$ cat src/bfg_defs.svh
// Constants for the burst flash bus glue: address decode and timing counts.
// Assumes a 32-bit processor address and a 4 Mbyte flash window.
`ifndef BFG_DEFS_SVH
`define BFG_DEFS_SVH
// Flash space decode: address bits above the window compared to a base tag
`define BFG_TAG_LSB 22
`define BFG_TAG_W 10
`define BFG_FLASH_TAG 10'h3ff
// Low word-address bits loaded into the burst counter
`define BFG_CNT_LSB 2
`define BFG_CNT_W 2
// Write strobe width in clock periods
`define BFG_WE_CYCLES 2'h2
// Read wait states before and after configuration (first beat, next beats)
`define BFG_RD_FIRST_BOOT 3'h4
`define BFG_RD_NEXT_BOOT 3'h1
`define BFG_RD_FIRST_OPT 3'h2
`define BFG_RD_NEXT_OPT 3'h0
// Write data FIFO shape
`define BFG_FIFO_W 32
`define BFG_FIFO_D 16
`endif

$ cat src/bfg_pkg.sv
// Types shared by the burst flash bus glue modules.
// Assumes bfg_defs.svh is on the include path.
`include "bfg_defs.svh"
package bfg_pkg;
  // Processor bus inputs sampled on the rising clock edge
  typedef struct packed {
    logic [31:0] addr;
    logic addr_strobe_n;
    logic wr;
    logic burst_last_n;
  } bfg_cpu_t;
  // Flash and processor control outputs, all registered
  typedef struct packed {
    logic ce_n;
    logic oe_n;
    logic addr_valid_n;
    logic addr_hold_strobe;
    logic addr_path_select;
    logic wait_release_n;
    logic flash_powerdown_n;
  } bfg_ctl_t;
  // Transaction sequencer states
  typedef enum logic [2:0] {
    st_idle, st_wload, st_wpulse, st_wgap, st_whold, st_rwait, st_rbeat
  } bfg_state_t;
endpackage

$ cat src/bfg_top.sv
// Sequencer for a 32-bit processor bus in front of synchronous burst flash.
// Assumes processor inputs are synchronous to clk_sys_in; external latches
// and the low-address multiplexer sit outside and follow our strobes.
`timescale 1ns/1ns
`default_nettype none
`include "bfg_defs.svh"
// Behaviour
// - Counter loads address bits 3:2 first clock
// - Write strobe launched on second falling edge
// - Write strobe held two full periods
// - Single write holds until last, then idle
// - Profile select low: single writes only
// - Burst: counter increments, next strobe follows
// - Burst writes continue until last transfer
// - Counter and select settle before strobe
// - Drive address hold strobe for latches
// - Upper address latched, low from counter
// - Counter loaded then incremented each beat
// - First read access uses processor low bits
// - Sequencer drives enables, valid and ready
// - One reset for all, drives flash powerdown
// - Read waits 4-1-1-1 then 2-0-0-0
// - Bursts usable straight after reset
// - Flash takes address when valid strobe low
// - Flash takes data on strobe rising edge
// - Select held until last without strobe
module bfg_top (
  // Clock and reset
  input wire logic clk_sys_in,
  input wire logic arst_n_in,
  // Processor bus
  input wire bfg_pkg::bfg_cpu_t cpu_in,
  input wire logic profile_sel_in,
  // Processor write data
  input wire logic wdata_valid_in,
  input wire logic [31:0] wdata_in,
  output logic wdata_ready_out,
  // Flash control and data
  output bfg_pkg::bfg_ctl_t ctl_out,
  output logic flash_we_n_out,
  output logic [1:0] burst_count_out,
  output logic [31:0] flash_wdata_out
);
  bfg_pkg::bfg_state_t state_r;
  bfg_pkg::bfg_state_t state_nxt;
  logic [2:0] wait_r;
  logic [2:0] wait_nxt;
  logic [1:0] we_cnt_r;
  logic start;
  logic hit;
  logic cnt_load;
  logic cnt_inc;
  logic [1:0] cnt_load_val;
  logic fifo_valid;
  logic fifo_pop;
  logic [31:0] fifo_data;
  logic [2:0] first_waits;
  logic [2:0] next_waits;

  // Flash space decode; other transactions pass untouched
  assign hit = cpu_in.addr[`BFG_TAG_LSB +: `BFG_TAG_W] == `BFG_FLASH_TAG;
  assign start = !cpu_in.addr_strobe_n && hit;

  // Wait profile chosen by the select input; low means boot profile
  assign first_waits = profile_sel_in ? `BFG_RD_FIRST_OPT : `BFG_RD_FIRST_BOOT;
  assign next_waits = profile_sel_in ? `BFG_RD_NEXT_OPT : `BFG_RD_NEXT_BOOT;

  // Writes pop one word as each strobe is about to start
  assign fifo_pop = (state_nxt == bfg_pkg::st_wpulse) && (state_r != bfg_pkg::st_wpulse);

  bfg_fifo #(
    .WIDTH(`BFG_FIFO_W),
    .DEPTH(`BFG_FIFO_D)
  ) u_fifo (
    .clk_sys_in(clk_sys_in),
    .arst_n_in(arst_n_in),
    .in_valid_in(wdata_valid_in),
    .in_data_in(wdata_in),
    .in_ready_out(wdata_ready_out),
    .out_valid_out(fifo_valid),
    .out_data_out(fifo_data),
    .out_ready_in(fifo_pop)
  );

  bfg_counter u_cnt (
    .clk_sys_in(clk_sys_in),
    .arst_n_in(arst_n_in),
    .load_in(cnt_load),
    .inc_in(cnt_inc),
    .load_val_in(cnt_load_val),
    .count_out(burst_count_out)
  );

  // Next state, counter control and wait count
  always_comb begin
    state_nxt = state_r;
    wait_nxt = wait_r;
    cnt_load = 1'b0;
    cnt_inc = 1'b0;
    cnt_load_val = cpu_in.addr[`BFG_CNT_LSB +: `BFG_CNT_W];
    case (state_r)
      bfg_pkg::st_idle: begin
        if (start && cpu_in.wr) begin
          cnt_load = 1'b1;
          state_nxt = bfg_pkg::st_wload;
        end else if (start) begin
          // Processor already drove the first address, so skip past it
          cnt_load = 1'b1;
          cnt_load_val = cpu_in.addr[`BFG_CNT_LSB +: `BFG_CNT_W] + 2'h1;
          wait_nxt = first_waits;
          state_nxt = (first_waits == 3'h0) ? bfg_pkg::st_rbeat : bfg_pkg::st_rwait;
        end
      end
      bfg_pkg::st_wload: begin
        // Data must be in the FIFO before the strobe can start
        if (fifo_valid) begin
          state_nxt = bfg_pkg::st_wpulse;
        end
      end
      bfg_pkg::st_wpulse: begin
        if (we_cnt_r == `BFG_WE_CYCLES) begin
          state_nxt = bfg_pkg::st_wgap;
        end
      end
      bfg_pkg::st_wgap: begin
        if (!cpu_in.burst_last_n) begin
          state_nxt = bfg_pkg::st_idle;
        end else if (!profile_sel_in) begin
          state_nxt = bfg_pkg::st_whold;
        end else if (fifo_valid) begin
          cnt_inc = 1'b1;
          state_nxt = bfg_pkg::st_wpulse;
        end
      end
      bfg_pkg::st_whold: begin
        if (!cpu_in.burst_last_n) begin
          state_nxt = bfg_pkg::st_idle;
        end
      end
      bfg_pkg::st_rwait: begin
        if (wait_r <= 3'h1) begin
          state_nxt = bfg_pkg::st_rbeat;
        end else begin
          wait_nxt = wait_r - 3'h1;
        end
      end
      bfg_pkg::st_rbeat: begin
        // Each beat advances the counter to the next burst address
        cnt_inc = 1'b1;
        if (!cpu_in.burst_last_n) begin
          state_nxt = bfg_pkg::st_idle;
        end else if (next_waits != 3'h0) begin
          wait_nxt = next_waits;
          state_nxt = bfg_pkg::st_rwait;
        end
      end
      default: begin
        state_nxt = bfg_pkg::st_idle;
      end
    endcase
  end

  // Sequencer state; reset forces idle
  always_ff @(posedge clk_sys_in or negedge arst_n_in) begin
    if (!arst_n_in) begin
      state_r <= bfg_pkg::st_idle;
      wait_r <= 3'h0;
    end else begin
      state_r <= state_nxt;
      wait_r <= wait_nxt;
    end
  end

  // Strobe width counter, counts rising edges spent in the pulse state
  always_ff @(posedge clk_sys_in or negedge arst_n_in) begin
    if (!arst_n_in) begin
      we_cnt_r <= 2'h0;
    end else if (state_nxt == bfg_pkg::st_wpulse) begin
      we_cnt_r <= (state_r == bfg_pkg::st_wpulse) ? we_cnt_r + 2'h1 : 2'h1;
    end else begin
      we_cnt_r <= 2'h0;
    end
  end

  // Write strobe launched on the falling edge so the counter and select,
  // settled at the rising edge, meet address setup
  always_ff @(negedge clk_sys_in or negedge arst_n_in) begin
    if (!arst_n_in) begin
      flash_we_n_out <= 1'b1;
    end else begin
      flash_we_n_out <= state_r != bfg_pkg::st_wpulse;
    end
  end

  // Write data held for the whole strobe and past its rising edge
  always_ff @(posedge clk_sys_in or negedge arst_n_in) begin
    if (!arst_n_in) begin
      flash_wdata_out <= 32'h0;
    end else if (fifo_pop) begin
      flash_wdata_out <= fifo_data;
    end
  end

  // Chip select: set by a flash hit, kept until last with no new strobe and
  // the sequencer heading for idle, so it covers the final strobe's rising
  // edge and the final read beat even when last is raised early;
  // a new hit wins over the release so pipelined cycles keep it
  always_ff @(posedge clk_sys_in or negedge arst_n_in) begin
    if (!arst_n_in) begin
      ctl_out.ce_n <= 1'b1;
    end else if (start) begin
      ctl_out.ce_n <= 1'b0;
    end else if (!cpu_in.burst_last_n && cpu_in.addr_strobe_n && state_nxt == bfg_pkg::st_idle) begin
      ctl_out.ce_n <= 1'b1;
    end
  end

  // Power-down follows reset; released on the first edge after it
  always_ff @(posedge clk_sys_in or negedge arst_n_in) begin
    if (!arst_n_in) begin
      ctl_out.flash_powerdown_n <= 1'b0;
    end else begin
      ctl_out.flash_powerdown_n <= 1'b1;
    end
  end

  // Address path: idle lets the processor drive the flash directly, and
  // the counter takes the low bits once a read or write is under way
  always_ff @(posedge clk_sys_in or negedge arst_n_in) begin
    if (!arst_n_in) begin
      ctl_out.addr_hold_strobe <= 1'b1;
      ctl_out.addr_path_select <= 1'b1;
    end else begin
      ctl_out.addr_hold_strobe <= state_nxt == bfg_pkg::st_idle;
      ctl_out.addr_path_select <= state_nxt == bfg_pkg::st_idle;
    end
  end

  // Read enables, address valid and ready to the processor
  always_ff @(posedge clk_sys_in or negedge arst_n_in) begin
    if (!arst_n_in) begin
      ctl_out.oe_n <= 1'b1;
      ctl_out.addr_valid_n <= 1'b0;
      ctl_out.wait_release_n <= 1'b1;
    end else begin
      ctl_out.oe_n <= !(state_nxt == bfg_pkg::st_rwait || state_nxt == bfg_pkg::st_rbeat);
      // Valid while idle so the first address lands with no extra cycle
      ctl_out.addr_valid_n <= !(state_nxt == bfg_pkg::st_idle || state_nxt == bfg_pkg::st_rbeat);
      ctl_out.wait_release_n <= state_nxt != bfg_pkg::st_rbeat;
    end
  end
endmodule
`default_nettype wire

$ cat src/bfg_counter.sv
// Two-bit burst address counter with load and increment.
// Assumes load and increment are never requested together.
`timescale 1ns/1ns
`default_nettype none
module bfg_counter (
  // Clock and reset
  input wire logic clk_sys_in,
  input wire logic arst_n_in,
  // Control
  input wire logic load_in,
  input wire logic inc_in,
  input wire logic [1:0] load_val_in,
  // Count
  output logic [1:0] count_out
);
  // Load takes priority; wraps modulo four like the flash burst order
  always_ff @(posedge clk_sys_in or negedge arst_n_in) begin
    if (!arst_n_in) begin
      count_out <= 2'h0;
    end else if (load_in) begin
      count_out <= load_val_in;
    end else if (inc_in) begin
      count_out <= count_out + 2'h1;
    end
  end
endmodule
`default_nettype wire

$ cat src/bfg_fifo.sv
// Write data FIFO between the processor data bus and the flash data pins.
// Assumes DEPTH is a power of two; flags are registered.
`timescale 1ns/1ns
`default_nettype none
module bfg_fifo #(
  parameter int WIDTH = 32,
  parameter int DEPTH = 16
) (
  // Clock and reset
  input wire logic clk_sys_in,
  input wire logic arst_n_in,
  // Filling side
  input wire logic in_valid_in,
  input wire logic [WIDTH-1:0] in_data_in,
  output logic in_ready_out,
  // Draining side
  output logic out_valid_out,
  output logic [WIDTH-1:0] out_data_out,
  input wire logic out_ready_in
);
  localparam int AW = $clog2(DEPTH);
  logic [WIDTH-1:0] mem [DEPTH];
  logic [AW-1:0] wptr_r;
  logic [AW-1:0] rptr_r;
  logic [AW:0] cnt_r;
  logic [AW:0] cnt_nxt;
  logic push;
  logic pop;

  assign push = in_valid_in && in_ready_out;
  assign pop = out_valid_out && out_ready_in;
  assign out_data_out = mem[rptr_r];

  // Occupancy after this cycle's push and pop
  always_comb begin
    cnt_nxt = cnt_r;
    if (push && !pop) begin
      cnt_nxt = cnt_r + 1'b1;
    end else if (pop && !push) begin
      cnt_nxt = cnt_r - 1'b1;
    end
  end

  // Storage has no reset; only pointers and flags need one
  always_ff @(posedge clk_sys_in) begin
    if (push) begin
      mem[wptr_r] <= in_data_in;
    end
  end

  // Pointers, count and flags; full and empty come from flops
  always_ff @(posedge clk_sys_in or negedge arst_n_in) begin
    if (!arst_n_in) begin
      wptr_r <= '0;
      rptr_r <= '0;
      cnt_r <= '0;
      in_ready_out <= 1'b0;
      out_valid_out <= 1'b0;
    end else begin
      wptr_r <= push ? wptr_r + 1'b1 : wptr_r;
      rptr_r <= pop ? rptr_r + 1'b1 : rptr_r;
      cnt_r <= cnt_nxt;
      in_ready_out <= cnt_nxt != DEPTH[AW:0];
      out_valid_out <= cnt_nxt != '0;
    end
  end
endmodule
`default_nettype wire

$ cat config.mk
export PLATFORM = sky130hd
export DESIGN_NAME = bfg_top
export DESIGN_NICKNAME = d
export VERILOG_FILES = /design/src/bfg_pkg.sv /design/src/bfg_top.sv /design/src/bfg_counter.sv /design/src/bfg_fifo.sv
export VERILOG_INCLUDE_DIRS = /design/src
export SDC_FILE = /design/constraint.sdc
export NUM_CORES = 1
export LEC_CHECK = 0
export BUFFER_PORTS_ARGS = -buffer_cell sky130_fd_sc_hd__buf_2
export CORE_ASPECT_RATIO = 1.75
export CORE_UTILIZATION = 45
export DETAILED_ROUTE_END_ITERATION = 7
export HOLD_SLACK_MARGIN = 0.02
export PLACE_DENSITY = 0.7
export SLEW_MARGIN = 20
export SYNTH_ARGS = -nofsm -noshare
export SYNTH_HDL_FRONTEND = slang
export SYNTH_HIERARCHICAL = 1
export SYNTH_SLANG_ARGS = --single-unit
export TNS_END_PERCENT = 20
$ cat constraint.sdc
create_clock -name clk_sys_in -period 5.65 [get_ports clk_sys_in]
set_input_delay 0.2825 -clock clk_sys_in [delete_from_list [all_inputs] [get_ports clk_sys_in]]
set_output_delay 0.2825 -clock clk_sys_in [all_outputs]
set_load 0.01 [all_outputs]
==> results.md <==
- Outcome: finished clean
- Pins Over Slew Limit: 0
- Reg2reg start: state_r[2]$_DFF_PN0_
- Non-Filler Instances: 1872
- Critical path cell sequence: buf_2
- Post-synth EDFFs: 512
- Max cap viols: 0
- DR WL/cell: 24.8 µm
- Clk_lat worst skew: 600 ps
- Yosys reg bits: 576
- Via-to-Cell Ratio: 5.74
- Reg-to-reg endpoint: flash_we_n_out$_DFF_NN1_
- Required time of the worst setup path: 5370 ps
- Top Metal Used: met5
- Site Rows: 107
- Worst setup path class: register to primary output
- Final Instance Area: 25100 µm²
- Vias in the first global route: 11270
- Peak VDD IR: 0.329 mV
- Gr ovfl total: 0
- Startpoint types: register
- Die area: 50400 µm²
- Placed Area: 23500 µm²
- CTS tree: done
- Num CTS Buffers: 49
- Asr flop ratio synth: 0.111
- Critical Path Slowest Stage Cell: dfstp_2
- First-iteration detailed-routing DRC count: 978
- Port Buf Inserts: 93
- Post-Syn Nets: 1138
- Ports: 114
- Hold Startpoint: cpu_in[5]
- First drt pass iteration count: 5
- First-pass GRT wire length: 69500 µm
- DRC Markers: 0
- Yosys warns: 6
- Min-Delay Path Depth: 4
- HP Class: primary input to register
- Syn_area_per_cell: 21.0 µm²
- WL met3: 2560 µm
- Clock tree buffer depth: 3
- Hold Path Sink: u_cnt/count_out[0]$_DFFE_PN0P_
- Die W: 170 µm
- Die height: 296 µm
- Crit path max fanout: 1
- Post-Synthesis Cells: 1057
- Nets@finish: 1257
- Element type at the critical path end: primary output
- Register-to-register setup slack: 1930 ps
- Critical Path AT: 4040 ps
- Fin util: 0.514
- Starting Density: 0.457
- Clock transition at path regs: 60 ps
- Bufs and invs on worst path: 1
- Synth unique cells: 57
- Reg2reg path depth: 2
- Total vias in the final route: 10737
- Met2 wire len: 25000 µm
- RSZ-0062 raised after global routing: false
- Worst setup margin: 1320 ps
- Layout area overhead: 12.6%
- Gpl congestion: 0.760
- GRT Overall Usage: 0.190
- Largest net degree at the start of global routing: 53
- CP max stage delay: 500 ps
- Pwr Density: 464 nW/µm²
- Most used flip-flop cell after synthesis: edfxtp_1
- Slew @ Worst Pin: 1020 ps
- Mapped cell area: 22200 µm²
- CTS root buffer: clkbuf_16
- CP top delay family: flip-flops
- # Post-CTS Setup Buffers: 0
- Fill cell count: 3849
- Antenna viol nets, final: 0
- WL met1: 17500 µm
- Final hold vios: 0
- Pre-CTS setup slack: 1920 ps
- Clk sinks: 576
- Placed Cells: 1778
- Leakage: 8.37 nW
- Setup TNS: 0 ps
- Core footprint: 48700 µm²
- Placed wire-length estimate: 24700 µm
- # setup viols final: 0
- Initial antenna violation count: 4
- H-tree depth: 2
- Clock Skew: 48.8 ps
- Final wirelength: 46400 µm
- Layout cells sized above 1: 0.313
- Max-slew headroom: 0.318
- Sequential share of the synthesized area: 0.763
==> cell type report <==
type | count | area, µm² | area share
diodes | 2 | 5.00 | 0.000200
clock buffers | 66 | 1350 | 0.0539
clock inverters | 26 | 169 | 0.00674
inverters | 14 | 52.6 | 0.00210
multi-input cells | 413 | 4970 | 0.198
flip-flops and latches | 576 | 17000 | 0.678
well taps | 654 | 818 | 0.0327
repair buffers | 121 | 706 | 0.0282
==> routing by layer <==
layer / track usage / vias up
li1: - / 4591
met1: 0.237 / 5696
met2: 0.340 / 355
met3: 0.0234 / 91
met4: 0.0683 / 4
met5: 0 / -
==> synth_stat cells, types with 11 or more instances <==
| cell type | instances | share of area |
|---|---|---|
| edfxtp_1 | 512 | 0.69 |
| mux4_2 | 128 | 0.13 |
| a22oi_1 | 65 | 0.022 |
| dfrtp_1 | 59 | 0.066 |
| nand2_1 | 50 | 0.0084 |
| mux2_2 | 30 | 0.015 |
| clkbuf_1 | 27 | 0.0046 |
| and2_1 | 15 | 0.0042 |
| inv_1 | 15 | 0.0025 |
| o21ai_0 | 11 | 0.0025 |
| xnor2_1 | 11 | 0.0043 |
==> sequential cells by signal, summed over array words and instances (netlist names) <==
signal and flops:
ctl_out 6, flash_wdata_out 32, u_fifo/in_ready_out 1, u_fifo/wptr_r 4, state_r 3, u_fifo/cnt_r 5, u_fifo/out_valid_out 1, u_fifo/mem 512
flash_we_n_out 1, we_cnt_r 2, u_cnt/count_out 2, wait_r 3, u_fifo/rptr_r 4
==> stage by stage <==
step | power, mW | hold WS [ps]
global route | 12.2 | 69.8
CTS | 11.8 | 44.2
detailed placement | 8.57 | 176
global placement | 8.48 | 163
floorplan | 7.68 | -13.1
finish | 11.6 | 60.0
==> tightest hold or removal path: cells and delay by family <==
kind | cells | cell delay, ps
buf+inv | 1 | 90
xor+xnor | 1 | 70
compound gates | 1 | 70
simple gates | 1 | 60
==> worst max path at each step <==
stage | startpoint | depth (start not counted) | to | slack (ps)
6_report | flash_we_n_out$_DFF_NN1_ | 1 | flash_we_n_out | 1320
5_1_grt | flash_we_n_out$_DFF_NN1_ | 1 | flash_we_n_out | 1280
4_1_cts | flash_we_n_out$_DFF_NN1_ | 1 | flash_we_n_out | 1300
3_5_place_dp | state_r[2]$_DFF_PN0_ | 2 | flash_we_n_out$_DFF_NN1_ | 1920
3_3_place_gp | flash_we_n_out$_DFF_NN1_ | 1 | flash_we_n_out | 1930
2_1_floorplan | state_r[0]$_DFF_PN0_ | 4 | flash_we_n_out$_DFF_NN1_ | 1920
==> cells in the final DEF (no fill, tap or decap), types with 4 or more instances in the layout <==
cell type,netlist,layout
edfxtp_1,512,512
mux4_2,128,128
buf_2,7,92
a22oi_1,65,65
dfrtp_1,59,57
nand2_1,50,50
clkbuf_16,0,50
mux2_2,30,30
buf_4,10,26
inv_1,15,15
clkinv_2,0,12
clkbuf_1,27,12
and2_2,0,12
o21ai_0,11,11
xnor2_1,11,11
ha_1,10,10
nand3_1,9,9
nor3_1,8,8
clkinv_1,0,7
nor2b_1,8,6
nor2_1,7,6
dfstp_2,5,5
nand4_1,4,4
mux2_1,4,4
clkbuf_8,0,4
and3_2,0,4
==> logic make-up (layout without fill, tap and decap cells) <==
family / after synthesis / after routing / share of synthesized area
adders and majority gates: 10 / 10 / 0.00562
DFF: 576 / 576 / 0.763
AOI/OAI and AO/OA: 96 / 96 / 0.0317
muxes: 165 / 165 / 0.148
buffers and inverters: 68 / 227 / 0.0152
other: 1 / 3 / 0.000169
xor gates and xnor gates: 14 / 14 / 0.00551
and+or+nand+nor: 127 / 127 / 0.0303
==> timing repair <==
item                       4_1_cts  5_1_grt
hold endpoints to repair        11        0
resized for setup                0        0
setup endpoints to repair        0        0
hold buffers                     1        0
==> report_power, final <==
group	leakage, nW	switching, mW	internal (mW)
combinational	2.23	1.45	1.37
clock	0.752	1.46	1.73
sequential	5.39	0.392	5.23
Power figures use the tool's default switching activity.
